[src/shared/islh_pkg.sv]
package islh_pkg;

  // ==========================================================
  // Timing
  localparam int unsigned CLK_HZ           = 40_000_000;
  localparam int unsigned SCP_MAX_HZ       = 4_096_000;
  localparam int unsigned EXT_REF_HZ       = 8_000;
  localparam int unsigned BCLK_MIN_HZ      = 512_000;
  // Least half period of the control port clock, rounded up
  localparam int unsigned SCP_HALF_MIN     = (CLK_HZ + 2 * SCP_MAX_HZ - 1) / (2 * SCP_MAX_HZ);
  // Half period of the external frequency reference
  localparam int unsigned EXT_REF_HALF_CYC = CLK_HZ / (2 * EXT_REF_HZ);

  // ==========================================================
  // Word sizes
  localparam int unsigned ADDR_W        = 5;
  localparam int unsigned DATA_W        = 32;
  localparam int unsigned SCP_WORD_BITS = 16;
  localparam int unsigned TDM_BITS      = 18;
  localparam int unsigned HALF_W        = 8;
  localparam int unsigned FLEN_W        = 10;
  localparam int unsigned SYNC_W        = 9;

  // ==========================================================
  // Register offsets
  localparam logic [ADDR_W-1:0] REG_CTRL    = 5'h00;
  localparam logic [ADDR_W-1:0] REG_SCP_TX  = 5'h04;
  localparam logic [ADDR_W-1:0] REG_SCP_RX  = 5'h08;
  localparam logic [ADDR_W-1:0] REG_STATUS  = 5'h0c;
  localparam logic [ADDR_W-1:0] REG_TDM_TX  = 5'h10;
  localparam logic [ADDR_W-1:0] REG_TDM_RX  = 5'h14;
  localparam logic [ADDR_W-1:0] REG_TDM_CFG = 5'h18;

  // ==========================================================
  // Control fields
  localparam int unsigned CTRL_W        = 5;
  localparam int unsigned CTRL_DEV_MAS  = 0;
  localparam int unsigned CTRL_GCI      = 1;
  localparam int unsigned CTRL_GCI_2048 = 2;
  localparam int unsigned CTRL_REF_EN   = 3;
  localparam int unsigned CTRL_TDM_EN   = 4;
  localparam logic [CTRL_W-1:0] CTRL_RST = 5'h05;

  // Status fields
  localparam int unsigned ST_SCP_BUSY = 0;
  localparam int unsigned ST_IRQ      = 1;
  localparam int unsigned ST_RX_SF    = 2;
  localparam int unsigned ST_TX_SF    = 3;
  localparam int unsigned ST_FRAME    = 4;
  localparam int unsigned ST_RCLK     = 5;

  // Link configuration fields
  localparam int unsigned CFG_HALF_LSB = 0;
  localparam int unsigned CFG_FLEN_LSB = 8;
  localparam int unsigned CFG_SCP_LSB  = 24;
  localparam logic [HALF_W-1:0] TDM_HALF_MIN = 8'h03;
  localparam logic [HALF_W-1:0] TDM_HALF_RST = 8'h14;
  localparam logic [HALF_W-1:0] TDM_HALF_MAX = 8'(CLK_HZ / (2 * BCLK_MIN_HZ));
  localparam logic [FLEN_W-1:0] FLEN_MIN     = 10'h013;
  localparam logic [FLEN_W-1:0] FLEN_RST     = 10'h040;
  localparam logic [HALF_W-1:0] SCP_HALF_LO  = 8'(SCP_HALF_MIN);
  localparam logic [HALF_W-1:0] SCP_HALF_RST = 8'h0a;

  typedef enum logic [2:0] {
    SCP_IDLE = 3'b000,
    SCP_LEAD = 3'b001,
    SCP_LOW  = 3'b010,
    SCP_HIGH = 3'b011,
    SCP_TAIL = 3'b100
  } islh_scp_e;

endpackage : islh_pkg

[src/hdl/islh_host.sv]
// Strobed register access and the placing of the registers were chosen for this implementation.
module islh_host
  import islh_pkg::*;
#(
  parameter int unsigned REF_HALF_CYC = EXT_REF_HALF_CYC
) (
  // Clock and reset
  input  wire logic              clock_i,
  input  wire logic              rst_b_i,
  // Register port
  input  wire logic [ADDR_W-1:0] reg_addr_i,
  input  wire logic [DATA_W-1:0] reg_wdata_i,
  input  wire logic              reg_wr_i,
  input  wire logic              reg_rd_i,
  output logic      [DATA_W-1:0] reg_rdata_o,
  // Serial control port
  output logic                   control_port_select_n_o,
  output logic                   control_port_clock_o,
  output logic                   control_port_serial_in_o,
  input  wire logic              control_port_serial_out_i,
  input  wire logic              transceiver_interrupt_n_i,
  // TDM link, two-way pins
  input  wire logic              tdm_bit_clock_pin_i,
  output logic                   tdm_bit_clock_pin_o,
  output logic                   tdm_bit_clock_pin_oe_b_o,
  input  wire logic              receive_frame_sync_i,
  output logic                   receive_frame_sync_o,
  output logic                   receive_frame_sync_oe_b_o,
  input  wire logic              transmit_frame_sync_i,
  output logic                   transmit_frame_sync_o,
  output logic                   transmit_frame_sync_oe_b_o,
  // TDM data and markers
  output logic                   tdm_data_in_o,
  input  wire logic              tdm_data_out_i,
  input  wire logic              transmit_superframe_marker_i,
  input  wire logic              receive_superframe_marker_i,
  input  wire logic              recovered_clock_i,
  // Straps and reference
  output logic                   timing_master_slave_strap_o,
  output logic                   gci_mode_strap_o,
  output logic                   gci_rate_strap_o,
  output logic                   external_frequency_reference_o
);

  localparam int unsigned REF_W = $clog2(REF_HALF_CYC + 1);
  localparam logic [4:0]  NB    = 5'(TDM_BITS);
  localparam logic [4:0]  SCPN  = 5'(SCP_WORD_BITS);

  initial begin
    if (REF_HALF_CYC < 1) begin
      $error("REF_HALF_CYC must be at least one");
    end
  end

  // ==========================================================
  // Input synchronisers
  logic [SYNC_W-1:0] sync_s;
  logic scp_out_s, irq_n_s, bclk_s, fsr_s, fsx_s, dout_s, sfx_s, sfr_s, rclk_s;

  islh_sync #(.WIDTH(SYNC_W)) u_sync (
    .clock_i (clock_i),
    .rst_b_i (rst_b_i),
    .async_i ({control_port_serial_out_i, transceiver_interrupt_n_i, tdm_bit_clock_pin_i,
               receive_frame_sync_i, transmit_frame_sync_i, tdm_data_out_i,
               transmit_superframe_marker_i, receive_superframe_marker_i, recovered_clock_i}),
    .sync_o  (sync_s)
  );

  assign {scp_out_s, irq_n_s, bclk_s, fsr_s, fsx_s, dout_s, sfx_s, sfr_s, rclk_s} = sync_s;

  // ==========================================================
  // Registers written by software
  logic [CTRL_W-1:0]        ctrl_q;
  logic [SCP_WORD_BITS-1:0] scp_tx_q;
  logic [TDM_BITS-1:0]      tdm_tx_q;
  logic [HALF_W-1:0]        tdm_half_q;
  logic [FLEN_W-1:0]        flen_q;
  logic [HALF_W-1:0]        scp_half_q;
  logic [HALF_W-1:0]        wr_half;
  logic [FLEN_W-1:0]        wr_flen;
  logic [HALF_W-1:0]        wr_scp;
  logic                     dev_master;
  logic                     gci;
  logic                     tdm_en;

  assign wr_half    = reg_wdata_i[CFG_HALF_LSB +: HALF_W];
  assign wr_flen    = reg_wdata_i[CFG_FLEN_LSB +: FLEN_W];
  assign wr_scp     = reg_wdata_i[CFG_SCP_LSB +: HALF_W];
  assign dev_master = ctrl_q[CTRL_DEV_MAS];
  assign gci        = ctrl_q[CTRL_GCI];
  assign tdm_en     = ctrl_q[CTRL_TDM_EN];

  always_ff @(posedge clock_i or negedge rst_b_i) begin
    if (!rst_b_i) begin
      ctrl_q     <= CTRL_RST;
      scp_tx_q   <= '0;
      tdm_tx_q   <= '0;
      tdm_half_q <= TDM_HALF_RST;
      flen_q     <= FLEN_RST;
      scp_half_q <= SCP_HALF_RST;
    end else if (reg_wr_i) begin
      unique case (reg_addr_i)
        REG_CTRL:   ctrl_q   <= reg_wdata_i[CTRL_W-1:0];
        REG_SCP_TX: scp_tx_q <= reg_wdata_i[SCP_WORD_BITS-1:0];
        REG_TDM_TX: tdm_tx_q <= reg_wdata_i[TDM_BITS-1:0];
        REG_TDM_CFG: begin
          tdm_half_q <= (wr_half < TDM_HALF_MIN) ? TDM_HALF_MIN :
                        (wr_half > TDM_HALF_MAX) ? TDM_HALF_MAX : wr_half;
          flen_q     <= (wr_flen < FLEN_MIN) ? FLEN_MIN : wr_flen;
          scp_half_q <= (wr_scp < SCP_HALF_LO) ? SCP_HALF_LO : wr_scp;
        end
        default: ;
      endcase
    end
  end

  assign timing_master_slave_strap_o = dev_master;
  assign gci_mode_strap_o            = ~gci;
  assign gci_rate_strap_o            = ctrl_q[CTRL_GCI_2048];

  // ==========================================================
  // Serial control port
  islh_scp_e                scp_st_q;
  logic [HALF_W-1:0]        scp_cnt_q;
  logic [4:0]               scp_bits_q;
  logic [SCP_WORD_BITS-1:0] scp_sh_q;
  logic [SCP_WORD_BITS-1:0] scp_rx_q;
  logic                     scp_bit_q;
  logic                     scp_tick;
  logic                     scp_start;

  assign scp_tick  = (scp_cnt_q == '0);
  assign scp_start = reg_wr_i && (reg_addr_i == REG_SCP_TX) && (scp_st_q == SCP_IDLE);

  always_ff @(posedge clock_i or negedge rst_b_i) begin
    if (!rst_b_i) begin
      scp_st_q  <= SCP_IDLE;
      scp_cnt_q <= '0;
    end else begin
      scp_cnt_q <= (scp_tick || scp_st_q == SCP_IDLE) ? scp_half_q - 8'h01 : scp_cnt_q - 8'h01;
      unique case (scp_st_q)
        SCP_IDLE: if (scp_start) scp_st_q <= SCP_LEAD;
        SCP_LEAD: if (scp_tick) scp_st_q <= SCP_LOW;
        SCP_LOW:  if (scp_tick) scp_st_q <= SCP_HIGH;
        SCP_HIGH: if (scp_tick) scp_st_q <= (scp_bits_q == '0) ? SCP_TAIL : SCP_LOW;
        SCP_TAIL: if (scp_tick) scp_st_q <= SCP_IDLE;
      endcase
    end
  end

  always_ff @(posedge clock_i or negedge rst_b_i) begin
    if (!rst_b_i) begin
      scp_sh_q   <= '0;
      scp_bits_q <= '0;
      scp_rx_q   <= '0;
      scp_bit_q  <= 1'b0;
    end else if (scp_start) begin
      scp_sh_q   <= reg_wdata_i[SCP_WORD_BITS-1:0];
      scp_bits_q <= SCPN;
    end else if (scp_tick && scp_st_q == SCP_LOW) begin
      scp_bit_q  <= scp_out_s;
      scp_bits_q <= scp_bits_q - 5'h01;
    end else if (scp_tick && scp_st_q == SCP_HIGH) begin
      scp_sh_q   <= {scp_sh_q[SCP_WORD_BITS-2:0], scp_bit_q};
      if (scp_bits_q == '0) begin
        scp_rx_q <= {scp_sh_q[SCP_WORD_BITS-2:0], scp_bit_q};
      end
    end
  end

  assign control_port_select_n_o  = (scp_st_q == SCP_IDLE);
  assign control_port_clock_o     = (scp_st_q != SCP_LOW);
  assign control_port_serial_in_o = (scp_st_q == SCP_IDLE) ? 1'b0 :
                                    scp_sh_q[SCP_WORD_BITS-1];

  // ==========================================================
  // Bit clock and frame sync generation for a slave device
  logic [HALF_W-1:0] gen_cnt_q;
  logic [FLEN_W-1:0] gen_pos_q;
  logic              gen_clk_q;
  logic              gen_fs_q;
  logic              gen_on;
  logic              gen_tick;

  assign gen_on   = tdm_en && !dev_master;
  assign gen_tick = gen_on && (gen_cnt_q == '0);

  always_ff @(posedge clock_i or negedge rst_b_i) begin
    if (!rst_b_i) begin
      gen_cnt_q <= '0;
      gen_clk_q <= 1'b0;
      gen_pos_q <= '0;
      gen_fs_q  <= 1'b0;
    end else if (!gen_on) begin
      gen_cnt_q <= '0;
      gen_clk_q <= 1'b0;
      gen_pos_q <= '0;
      gen_fs_q  <= 1'b0;
    end else begin
      gen_cnt_q <= gen_tick ? tdm_half_q - 8'h01 : gen_cnt_q - 8'h01;
      if (gen_tick) begin
        gen_clk_q <= ~gen_clk_q;
        if (!gen_clk_q) begin
          gen_pos_q <= (gen_pos_q == flen_q - 10'h001) ? '0 : gen_pos_q + 10'h001;
          gen_fs_q  <= (gen_pos_q == flen_q - 10'h001);
        end
      end
    end
  end

  assign tdm_bit_clock_pin_o        = gen_clk_q;
  assign tdm_bit_clock_pin_oe_b_o   = ~gen_on;
  assign receive_frame_sync_o       = gen_fs_q;
  assign receive_frame_sync_oe_b_o  = ~gen_on;
  assign transmit_frame_sync_o      = gen_fs_q;
  assign transmit_frame_sync_oe_b_o = ~gen_on;

  // ==========================================================
  // Link edges, from the device clock or our own
  logic bclk_prev_q;
  logic ext_rise, ext_fall;
  logic lrise, lfall;
  logic fsx_lvl, fsr_lvl;

  always_ff @(posedge clock_i or negedge rst_b_i) begin
    if (!rst_b_i) begin
      bclk_prev_q <= 1'b0;
    end else begin
      bclk_prev_q <= bclk_s;
    end
  end

  assign ext_rise = bclk_s && !bclk_prev_q;
  assign ext_fall = !bclk_s && bclk_prev_q;
  assign lrise    = tdm_en && (dev_master ? ext_rise : (gen_tick && !gen_clk_q));
  assign lfall    = tdm_en && (dev_master ? ext_fall : (gen_tick && gen_clk_q));
  assign fsx_lvl  = dev_master ? fsx_s : gen_fs_q;
  assign fsr_lvl  = dev_master ? fsr_s : gen_fs_q;

  // ==========================================================
  // Transmit path toward the device
  logic [4:0]          tx_idx_q;
  logic [TDM_BITS-1:0] tx_frame_q;
  logic                fsx_prev_q;

  always_ff @(posedge clock_i or negedge rst_b_i) begin
    if (!rst_b_i) begin
      tx_idx_q      <= NB;
      tx_frame_q    <= '0;
      fsx_prev_q    <= 1'b0;
      tdm_data_in_o <= 1'b0;
    end else begin
      if (lfall) begin
        fsx_prev_q <= fsx_lvl;
        if (fsx_lvl && !fsx_prev_q) begin
          tx_idx_q   <= '0;
          tx_frame_q <= tdm_tx_q;
        end
      end else if (lrise) begin
        if (tx_idx_q < NB) begin
          tdm_data_in_o <= tx_frame_q[TDM_BITS-1];
          tx_frame_q    <= {tx_frame_q[TDM_BITS-2:0], 1'b0};
          tx_idx_q      <= tx_idx_q + 5'h01;
        end else begin
          tdm_data_in_o <= 1'b0;
        end
      end
    end
  end

  // ==========================================================
  // Receive path from the device
  logic [4:0]          rx_idx_q;
  logic [TDM_BITS-1:0] rx_sh_q;
  logic [TDM_BITS-1:0] rx_word_q;
  logic                fsr_prev_q;
  logic                rx_done;

  assign rx_done = lfall && !(fsr_lvl && !fsr_prev_q) && (rx_idx_q == NB - 5'h01);

  always_ff @(posedge clock_i or negedge rst_b_i) begin
    if (!rst_b_i) begin
      rx_idx_q   <= NB;
      rx_sh_q    <= '0;
      rx_word_q  <= '0;
      fsr_prev_q <= 1'b0;
    end else if (lfall) begin
      fsr_prev_q <= fsr_lvl;
      if (fsr_lvl && !fsr_prev_q) begin
        rx_idx_q <= '0;
      end else if (rx_idx_q < NB) begin
        rx_sh_q  <= {rx_sh_q[TDM_BITS-2:0], dout_s};
        rx_idx_q <= rx_idx_q + 5'h01;
        if (rx_done) begin
          rx_word_q <= {rx_sh_q[TDM_BITS-2:0], dout_s};
        end
      end
    end
  end

  // ==========================================================
  // Sticky status flags, set wins over write-one clear
  logic sfx_prev_q, sfr_prev_q;
  logic tx_sf_q, rx_sf_q, frame_q;
  logic st_wr;
  logic sfx_hit, sfr_hit;

  assign st_wr   = reg_wr_i && (reg_addr_i == REG_STATUS);
  assign sfx_hit = !gci && sfx_s && !sfx_prev_q;
  assign sfr_hit = !gci && sfr_s && !sfr_prev_q;

  always_ff @(posedge clock_i or negedge rst_b_i) begin
    if (!rst_b_i) begin
      sfx_prev_q <= 1'b0;
      sfr_prev_q <= 1'b0;
      tx_sf_q    <= 1'b0;
      rx_sf_q    <= 1'b0;
      frame_q    <= 1'b0;
    end else begin
      sfx_prev_q <= sfx_s;
      sfr_prev_q <= sfr_s;
      tx_sf_q    <= sfx_hit || (tx_sf_q && !(st_wr && reg_wdata_i[ST_TX_SF]));
      rx_sf_q    <= sfr_hit || (rx_sf_q && !(st_wr && reg_wdata_i[ST_RX_SF]));
      frame_q    <= rx_done || (frame_q && !(st_wr && reg_wdata_i[ST_FRAME]));
    end
  end

  // ==========================================================
  // External frequency reference
  logic [REF_W-1:0] ref_cnt_q;
  logic             ref_q;

  always_ff @(posedge clock_i or negedge rst_b_i) begin
    if (!rst_b_i) begin
      ref_cnt_q <= '0;
      ref_q     <= 1'b0;
    end else if (!ctrl_q[CTRL_REF_EN]) begin
      ref_cnt_q <= '0;
      ref_q     <= 1'b0;
    end else if (ref_cnt_q == REF_W'(REF_HALF_CYC - 1)) begin
      ref_cnt_q <= '0;
      ref_q     <= ~ref_q;
    end else begin
      ref_cnt_q <= ref_cnt_q + REF_W'(1);
    end
  end

  assign external_frequency_reference_o = ref_q;

  // ==========================================================
  // Read port, data one cycle after the strobe
  logic [DATA_W-1:0] rd_mux;
  logic [DATA_W-1:0] status_w;

  always_comb begin
    status_w              = '0;
    status_w[ST_SCP_BUSY] = (scp_st_q != SCP_IDLE);
    status_w[ST_IRQ]      = ~irq_n_s;
    status_w[ST_RX_SF]    = rx_sf_q;
    status_w[ST_TX_SF]    = tx_sf_q;
    status_w[ST_FRAME]    = frame_q;
    status_w[ST_RCLK]     = gci && rclk_s;
  end

  always_comb begin
    rd_mux = '0;
    unique case (reg_addr_i)
      REG_CTRL:    rd_mux[CTRL_W-1:0]        = ctrl_q;
      REG_SCP_TX:  rd_mux[SCP_WORD_BITS-1:0] = scp_tx_q;
      REG_SCP_RX:  rd_mux[SCP_WORD_BITS-1:0] = scp_rx_q;
      REG_STATUS:  rd_mux                    = status_w;
      REG_TDM_TX:  rd_mux[TDM_BITS-1:0]      = tdm_tx_q;
      REG_TDM_RX:  rd_mux[TDM_BITS-1:0]      = rx_word_q;
      REG_TDM_CFG: rd_mux = {scp_half_q, 6'h00, flen_q, tdm_half_q};
      default:     rd_mux = '0;
    endcase
  end

  always_ff @(posedge clock_i or negedge rst_b_i) begin
    if (!rst_b_i) begin
      reg_rdata_o <= '0;
    end else if (reg_rd_i) begin
      reg_rdata_o <= rd_mux;
    end else begin
      reg_rdata_o <= '0;
    end
  end

endmodule : islh_host

[src/hdl/islh_sync.sv]
module islh_sync #(
  parameter int unsigned WIDTH = 1
) (
  // Clock and reset
  input  wire logic             clock_i,
  input  wire logic             rst_b_i,
  // Asynchronous levels in, synchronised levels out
  input  wire logic [WIDTH-1:0] async_i,
  output logic      [WIDTH-1:0] sync_o
);

  logic [WIDTH-1:0] meta_q;

  always_ff @(posedge clock_i or negedge rst_b_i) begin
    if (!rst_b_i) begin
      meta_q <= '0;
      sync_o <= '0;
    end else begin
      meta_q <= async_i;
      sync_o <= meta_q;
    end
  end

endmodule : islh_sync

[config.mk]
export PLATFORM = sky130hd
export DESIGN_NAME = islh_host
export DESIGN_NICKNAME = d
export VERILOG_FILES = /design/src/shared/islh_pkg.sv /design/src/hdl/islh_host.sv /design/src/hdl/islh_sync.sv
export SDC_FILE = /design/constraint.sdc
export NUM_CORES = 1
export LEC_CHECK = 0
export BUFFER_PORTS_ARGS = -buffer_cell sky130_fd_sc_hd__buf_2
export CORE_MARGIN = 2
export CORE_UTILIZATION = 55
export DETAILED_ROUTE_END_ITERATION = 6
export GPL_TIMING_DRIVEN = 0
export PLACE_DENSITY = 0.74
export SYNTH_ARGS = -nofsm -noshare
export SYNTH_HDL_FRONTEND = slang
export SYNTH_SLANG_ARGS = --single-unit
[constraint.sdc]
create_clock -name clock_i -period 4.1 [get_ports clock_i]
set_clock_uncertainty 0.15 [all_clocks]
set_input_delay 0.82 -clock clock_i [delete_from_list [all_inputs] [get_ports clock_i]]
set_output_delay 0.82 -clock clock_i [all_outputs]
set_load 0.05 [all_outputs]
==> results.tsv, run 1 <==
stage	metric	value	unit
clock_tree	CTS tree	built	
power_and_ir_drop	Flop pwr share	44.2	%
detailed_routing	Avg WL per Cell	18.8	microns
detailed_routing	detailed router's first-iteration violation count	678	
finish	Nets	1241	
setup_path	kind of critical path	reg -> out	
global_routing	GRT Max-Usage Layer	met2	
clock_tree	setup bufs post-CTS	0	
clock_tree	Num CTS Buffers	29	
yosys	Seq/Total Area, Yosys	55.6	%
sta	maximum clock rate	265	MHz
die	Site Rows	53	
setup_path	crit end category	primary output	
clock_tree	CTS resizes	0	
detailed_routing	post-DR vias/cell	5.81	
placed_design	port buffer count	81	
power_and_ir_drop	maximum vdd drop	0.323	mV
yosys	top cell type's share of synthesized area	53.2	%
yosys	Ys Warns	0	
power_and_ir_drop	Psw	2.23	mW
sta	RSZ-0062 raised after global routing	false	
global_routing	Congestion Overflow GR	0	
yosys	Post-synth EDFFs	0	
clock_tree	clock sinks	263	
power_and_ir_drop	combinational share of power	20.6	%
job	Max-cap violations	0	
power_and_ir_drop	power share of the clock group	35.2	%
setup_path	worst path cell trace	clkbuf_1 > nor2b_1 > inv_1 > clkbuf_1 > buf_4 > buf_2	
sta	final hold slack	0.107	ns
detailed_routing	DRT antenna net count	0	
global_routing	GRT Total Usage	25.1	%
die	Die Width	151	microns
die	Placeable Area	21100	sq um
setup_path	arrival time worst endpoint	2.80	ns
placed_design	gpl congestion	0.854	
clock_tree	clk root buf	clkbuf_16	
power_and_ir_drop	PwrDens	532	nW/um^2
setup_path	Worst path top cell family by delay	buffers and inverters	
sta	crit share post-route	92.1	%
yosys	Mean Syn Cell Area	11.2	sq um
global_routing	first-pass GRT wire length	44500	microns
global_routing	GR Util met3	3.77	%
setup_path	CP max FO	12	
setup_path	cell with the largest stage delay on the worst path	dfstp_2	
global_routing	Global Route met2 Usage	41.3	%
detailed_routing	drt drc	0	
placed_design	DPL Wire Length	20100	microns
sta	Slew Limit Fails	0	
yosys	Synth cell types	64	
setup_path	Buf+Inv Stages, Crit Path	5	
setup_path	Most Frequent Cell on Critical Path	clkbuf_1	
finish	Layout area overhead	15.0	%
die	I/O pin cnt	96	
power_and_ir_drop	static leakage	6.36	nW
yosys	synth cell count leaders	dfrtp_1, nand2_1, mux2_2	
yosys	number of synthesized register bits	263	
sta	fin crit period	3.77	ns
sta	setup violators final	0	
clock_tree	worst skew pair latency	0.54	ns
power_and_ir_drop	Pwr Total	7.25	mW
global_routing	initial antenna violation count	2	
clock_tree	Clock Pin Slew Worst Setup and Hold Paths	0.06	ns
power_and_ir_drop	Int Pwr	5.02	mW
detailed_routing	DR pass1 iterations	5	
outcome	status	finished clean	
setup_path	Max stage delay on crit path	0.53	ns
sta	setup TNS	0	ns
yosys	most frequent cell after synthesis	dfrtp_1	
yosys	top post-synthesis cells by area	dfrtp_1, mux2_2, nand2_1	
yosys	main flop type after synthesis	dfrtp_1	
die	die area	22800	sq um
sta	Worst Tran Pin Value	1.20	ns
min_path	worst hold path type	in -> async	
clock_tree	H-tree levels	1	
sta	Hold Fails Final Rpt	0	
clock_tree	CTS Buffer Depth	3	
global_routing	largest net degree at the start of global routing	107	
global_routing	M1 GR Usage	34.7	%
power_and_ir_drop	Sw Ratio	30.8	%
sta	relative slew slack	19.3	%
detailed_routing	Post-Route WL	27800	microns
finish	fin util	64.7	%
placed_design	placed inst area	12700	sq um
yosys	Netlist Area Pre-Place	11900	sq um
detailed_routing	total number of vias	8596	
yosys	Post-synth ARST share	100	%
yosys	Synth Instances	1063	
finish	share of cells above drive strength 1	21.6	%
clock_tree	Post-CTS Hold Fix Bufs	0	
finish	Final Cell Area	13600	sq um
setup_path	CP Launch Type	flip-flop	
die	die height	151	microns
setup_path	Req. time, crit path	3.13	ns
die	Initial Util	56.2	%
yosys	area leader, netlist	dfrtp_1	
global_routing	vias in the first global route	8435	
[metrics by stage]
step,cells,worst slack [ns]
after floorplan,1068,0.463
after global placement,1424,-2.64
after detailed placement,1426,0.504
after CTS,1478,0.321
after global routing,1479,0.0987
final,1479,0.326
[worst paths after layout]
kind,from,endpoint,slack [ns],depth (start not counted)
max reg2reg,scp_st_q[0]$_DFFE_PN0P_,scp_cnt_q[6]$_DFF_PN0_,0.45,11
min reg2reg,u_sync.meta_q[2]$_DFF_PN0_,u_sync.sync_o[2]$_DFF_PN0_,0.19,0
min,rst_b_i,scp_bits_q[1]$_DFFE_PN0N_,0.11,1
min in group clock_i,u_sync.meta_q[2]$_DFF_PN0_,u_sync.sync_o[2]$_DFF_PN0_,0.19,0
max in group asynchronous,rst_b_i,scp_rx_q[10]$_DFFE_PN0P_,2.77,2
max,ctrl_q[0]$_DFFE_PN1P_,transmit_frame_sync_oe_b_o,0.33,6
[power groups by stage]
stage | logic, mW | registers (mW) | clock network, mW
global placement | 1.43 | 3.22 | 0
finish | 1.49 | 3.20 | 2.55
detailed placement | 1.49 | 3.24 | 0
global route | 1.66 | 3.24 | 2.70
floorplan | 1.09 | 3.18 | 0
CTS | 1.49 | 3.19 | 2.59
[state kept, by name (all words and copies together) (netlist names), 3 cells and up]
name and count:
ctrl_q 5, flen_q 10, gen_cnt_q 8, gen_pos_q 10
ref_cnt_q 12, reg_rdata_o 26, rx_idx_q 5, rx_sh_q 17
rx_word_q 18, scp_bits_q 5, scp_cnt_q 8, scp_half_q 8
scp_rx_q 16, scp_sh_q 16, scp_st_q 3, scp_tx_q 16
tdm_half_q 8, tdm_tx_q 18, tx_frame_q 18, tx_idx_q 5
u_sync.meta_q 9, u_sync.sync_o 9
[final cells by class]
class,instances,area (sq um)
fillers,1662,7450
diodes,1,2.50
clock inverters,12,119
inverters,20,75.1
flip-flops and latches,263,6600
clock buffers,40,827
multi-input cells,728,4940
repair buffers,83,470
well taps,275,344
plain buffers,57,268
[cells by family (layout without fill, tap and decap cells)]
| kind of cell | after synthesis | in the layout | share of synthesized area, % |
|---|---|---|---|
| XOR/XNOR | 42 | 42 | 3.10 |
| other | 1 | 7 | 0.0316 |
| multiplexers | 139 | 139 | 13.3 |
| AND/OR/NAND/NOR | 333 | 333 | 13.4 |
| flip-flops | 263 | 263 | 55.6 |
| AO/OA/AOI/OAI | 199 | 199 | 10.7 |
| adder cells (fa/ha/maj) | 9 | 9 | 0.949 |
| buffers and inverters | 77 | 212 | 2.89 |
[routing by layer]
| metal | share of wire [%] | vias to the layer above | wire, microns |
|---|---|---|---|
| li1 | - | 4014 | - |
| met1 | 44 | 4302 | 12200 |
| met2 | 49 | 221 | 13500 |
| met3 | 4.8 | 57 | 1340 |
| met4 | 2.5 | 2 | 683 |
| met5 | 0.054 | - | 15 |
[layout by cell type (no fill, tap or decap), types with 10 or more instances in the layout]
cell / netlist / routed
clkbuf_16: 0 / 29
and3_1: 25 / 25
dfrtp_1: 252 / 252
clkbuf_1: 38 / 43
nand3_1: 26 / 26
inv_1: 20 / 20
o21ai_0: 74 / 74
nor2_1: 62 / 62
buf_2: 4 / 84
nor3_1: 25 / 25
dfstp_2: 11 / 11
mux2_2: 82 / 82
mux2i_1: 44 / 44
xnor2_1: 22 / 22
a22oi_1: 34 / 34
nand2_1: 134 / 134
a21oi_1: 27 / 27
xor2_1: 20 / 20
mux2_4: 10 / 10
a31oi_1: 15 / 15
Power figures use the tool's default switching activity.
==> run 2: changes to the inputs <==
RECOVER_POWER = 25   (was default)
==> results.tsv, run 2 (synthesized netlist as in run 1, its figures left out) <==
stage	metric	value	unit
outcome	status	complete, but fails checks	
outcome	failing checks	capacitance limit, slew limit	
power_and_ir_drop	Psw	2.23	mW
finish	most common cell after layout, fill and taps aside	dfrtp_1	
die	Placeable Area	21100	sq um
finish	max reg flops	26	
sta	setup TNS	0	ns
detailed_routing	Post-Route WL	27900	microns
global_routing	Congestion Overflow GR	0	
setup_path	cell with the largest stage delay on the worst path	dfstp_2	
setup_path	crit end category	primary output	
job	Max-cap violations	1	
die	die area	22800	sq um
setup_path	setup slack, reg-to-reg	0.44	ns
min_path	Hold EP	u_sync.sync_o[2]$_DFF_PN0_	
global_routing	initial antenna violation count	2	
setup_path	CP max FO	12	
placed_design	Setup WS pre-CTS	0.504	ns
detailed_routing	drt drc	0	
die	Initial Util	56.2	%
placed_design	port buffer count	81	
detailed_routing	detailed router's first-iteration violation count	689	
finish	Nets	1241	
power_and_ir_drop	PwrDens	532	nW/um^2
setup_path	Worst Reg2Reg Path Length in Cells	11	
sta	Worst Tran Pin Value	1.97	ns
sta	crit share post-route	91.8	%
finish	Non-Filler Instances	1479	
clock_tree	setup bufs post-CTS	0	
finish	Largest Register	reg_rdata_o	
die	I/O pin cnt	96	
clock_tree	Clock Pin Slew Worst Setup and Hold Paths	0.06	ns
setup_path	worst path cell trace	clkbuf_1 > nor2b_1 > inv_1 > clkbuf_1 > buf_4 > buf_2	
sta	fin crit period	3.76	ns
power_and_ir_drop	Flop pwr share	44.2	%
placed_design	placed inst area	12700	sq um
min_path	worst hold path type	reg -> reg	
finish	most frequent cells in the layout	dfrtp_1, nand2_1, buf_2, mux2_2, o21ai_0	
die	Site Rows	53	
sta	setup violators final	0	
setup_path	arrival time worst endpoint	2.79	ns
global_routing	largest net degree at the start of global routing	107	
placed_design	gpl congestion	0.854	
die	die height	151	microns
power_and_ir_drop	maximum vdd drop	0.323	mV
global_routing	vias in the first global route	8435	
clock_tree	worst skew pair latency	0.54	ns
placed_design	Placed Instances	1426	
detailed_routing	total number of vias	8603	
placed_design	DPL Wire Length	20100	microns
clock_tree	H-tree levels	1	
sta	Slew Limit Fails	79	
setup_path	kind of critical path	reg -> out	
sta	Hold Fails Final Rpt	0	
sta	maximum clock rate	266	MHz
power_and_ir_drop	power share of the clock group	35.3	%
setup_path	CP Launch Type	flip-flop	
power_and_ir_drop	Sw Ratio	30.8	%
setup_path	RR Endpoint	scp_cnt_q[6]$_DFF_PN0_	
setup_path	Most Frequent Cell on Critical Path	clkbuf_1	
clock_tree	CTS Buffer Depth	3	
power_and_ir_drop	static leakage	6.35	nW
clock_tree	Post-CTS Hold Fix Bufs	0	
detailed_routing	DR pass1 iterations	4	
min_path	min-delay src	u_sync.meta_q[2]$_DFF_PN0_	
setup_path	Req. time, crit path	3.13	ns
power_and_ir_drop	Pwr Total	7.25	mW
finish	Final Cell Area	13600	sq um
power_and_ir_drop	combinational share of power	20.5	%
finish	Layout area overhead	14.8	%
min_path	Hold Path Stages	0	
setup_path	Max stage delay on crit path	0.53	ns
die	Die Width	151	microns
global_routing	GRT Total Usage	25.1	%
global_routing	first-pass GRT wire length	44500	microns
clock_tree	clk root buf	clkbuf_16	
clock_tree	CTS resizes	0	
setup_path	worst reg2reg path startpoint	scp_st_q[0]$_DFFE_PN0P_	
sta	RSZ-0062 raised after global routing	false	
power_and_ir_drop	Int Pwr	5.01	mW
detailed_routing	DRT antenna net count	0	
sta	Setup WS post-layout	0.338	ns
clock_tree	Num CTS Buffers	29	
sta	relative slew slack	-31.4	%
clock_tree	clock sinks	263	
finish	share of cells above drive strength 1	21.6	%
detailed_routing	post-DR vias/cell	5.82	
clock_tree	CTS tree	built	
detailed_routing	Avg WL per Cell	18.8	microns
[run 2: cell type report]
cell class                 instances  area, sq um
clock inverter                    12          119
multi-input combinational        728         4940
buffer                            57          268
clock buffer                      40          827
antenna                            1         2.50
fill                            1665         7480
tap                              275          344
inverter                          20         75.1
sequential                       263         6600
timing repair buffer              83          440
[run 2: how the worst max path moves through the flow]
stage | from | endpoint | slack (ns) | cells past startpoint
2_1_floorplan | scp_st_q[0]$_DFFE_PN0P_ | scp_cnt_q[6]$_DFF_PN0_ | 0.46 | 11
3_3_place_gp | rst_b_i | u_sync.sync_o[4]$_DFF_PN0_ | -2.64 | 1
3_5_place_dp | scp_st_q[0]$_DFFE_PN0P_ | scp_cnt_q[6]$_DFF_PN0_ | 0.50 | 11
4_1_cts | ctrl_q[0]$_DFFE_PN1P_ | transmit_frame_sync_oe_b_o | 0.32 | 6
5_1_grt | ctrl_q[0]$_DFFE_PN1P_ | transmit_frame_sync_oe_b_o | 0.1 | 6
6_report | ctrl_q[0]$_DFFE_PN1P_ | transmit_frame_sync_oe_b_o | 0.34 | 6
[run 2: power groups by stage]
stage / sequential [mW] / clock (mW) / combinational [mW]
global route: 3.24 / 2.70 / 1.66
finish: 3.20 / 2.55 / 1.49
global placement: 3.22 / 0 / 1.43
floorplan: 3.18 / 0 / 1.09
detailed placement: 3.24 / 0 / 1.49
CTS: 3.19 / 2.59 / 1.49
[run 2: worst max-delay path, delay by kind of cell (launching register included)]
family,cells,cell delay [ns]
buffers and inverters,5,1.50
AND/OR/NAND/NOR,1,0.22
flip-flops,1,0.53
[run 2: metal layers]
layer / global-route usage (%) / wire, microns / vias up
met2: 41.3 / 13600 / 199
li1: - / - / 4016
met1: 34.7 / 12300 / 4330
met3: 3.77 / 1350 / 56
met5: 0 / 15 / -
met4: 8.13 / 679 / 2
[run 2: per-stage QoR]
| stage | util, % | hold slack, ns |
|---|---|---|
| 3_3_place_gp | 59.9 | 0.182 |
| 3_5_place_dp | 60.2 | 0.185 |
| 2_1_floorplan | - | 0.181 |
| 5_1_grt | 64.5 | 0.206 |
| 4_1_cts | 64.7 | 0.128 |
| 6_report | 64.5 | 0.191 |
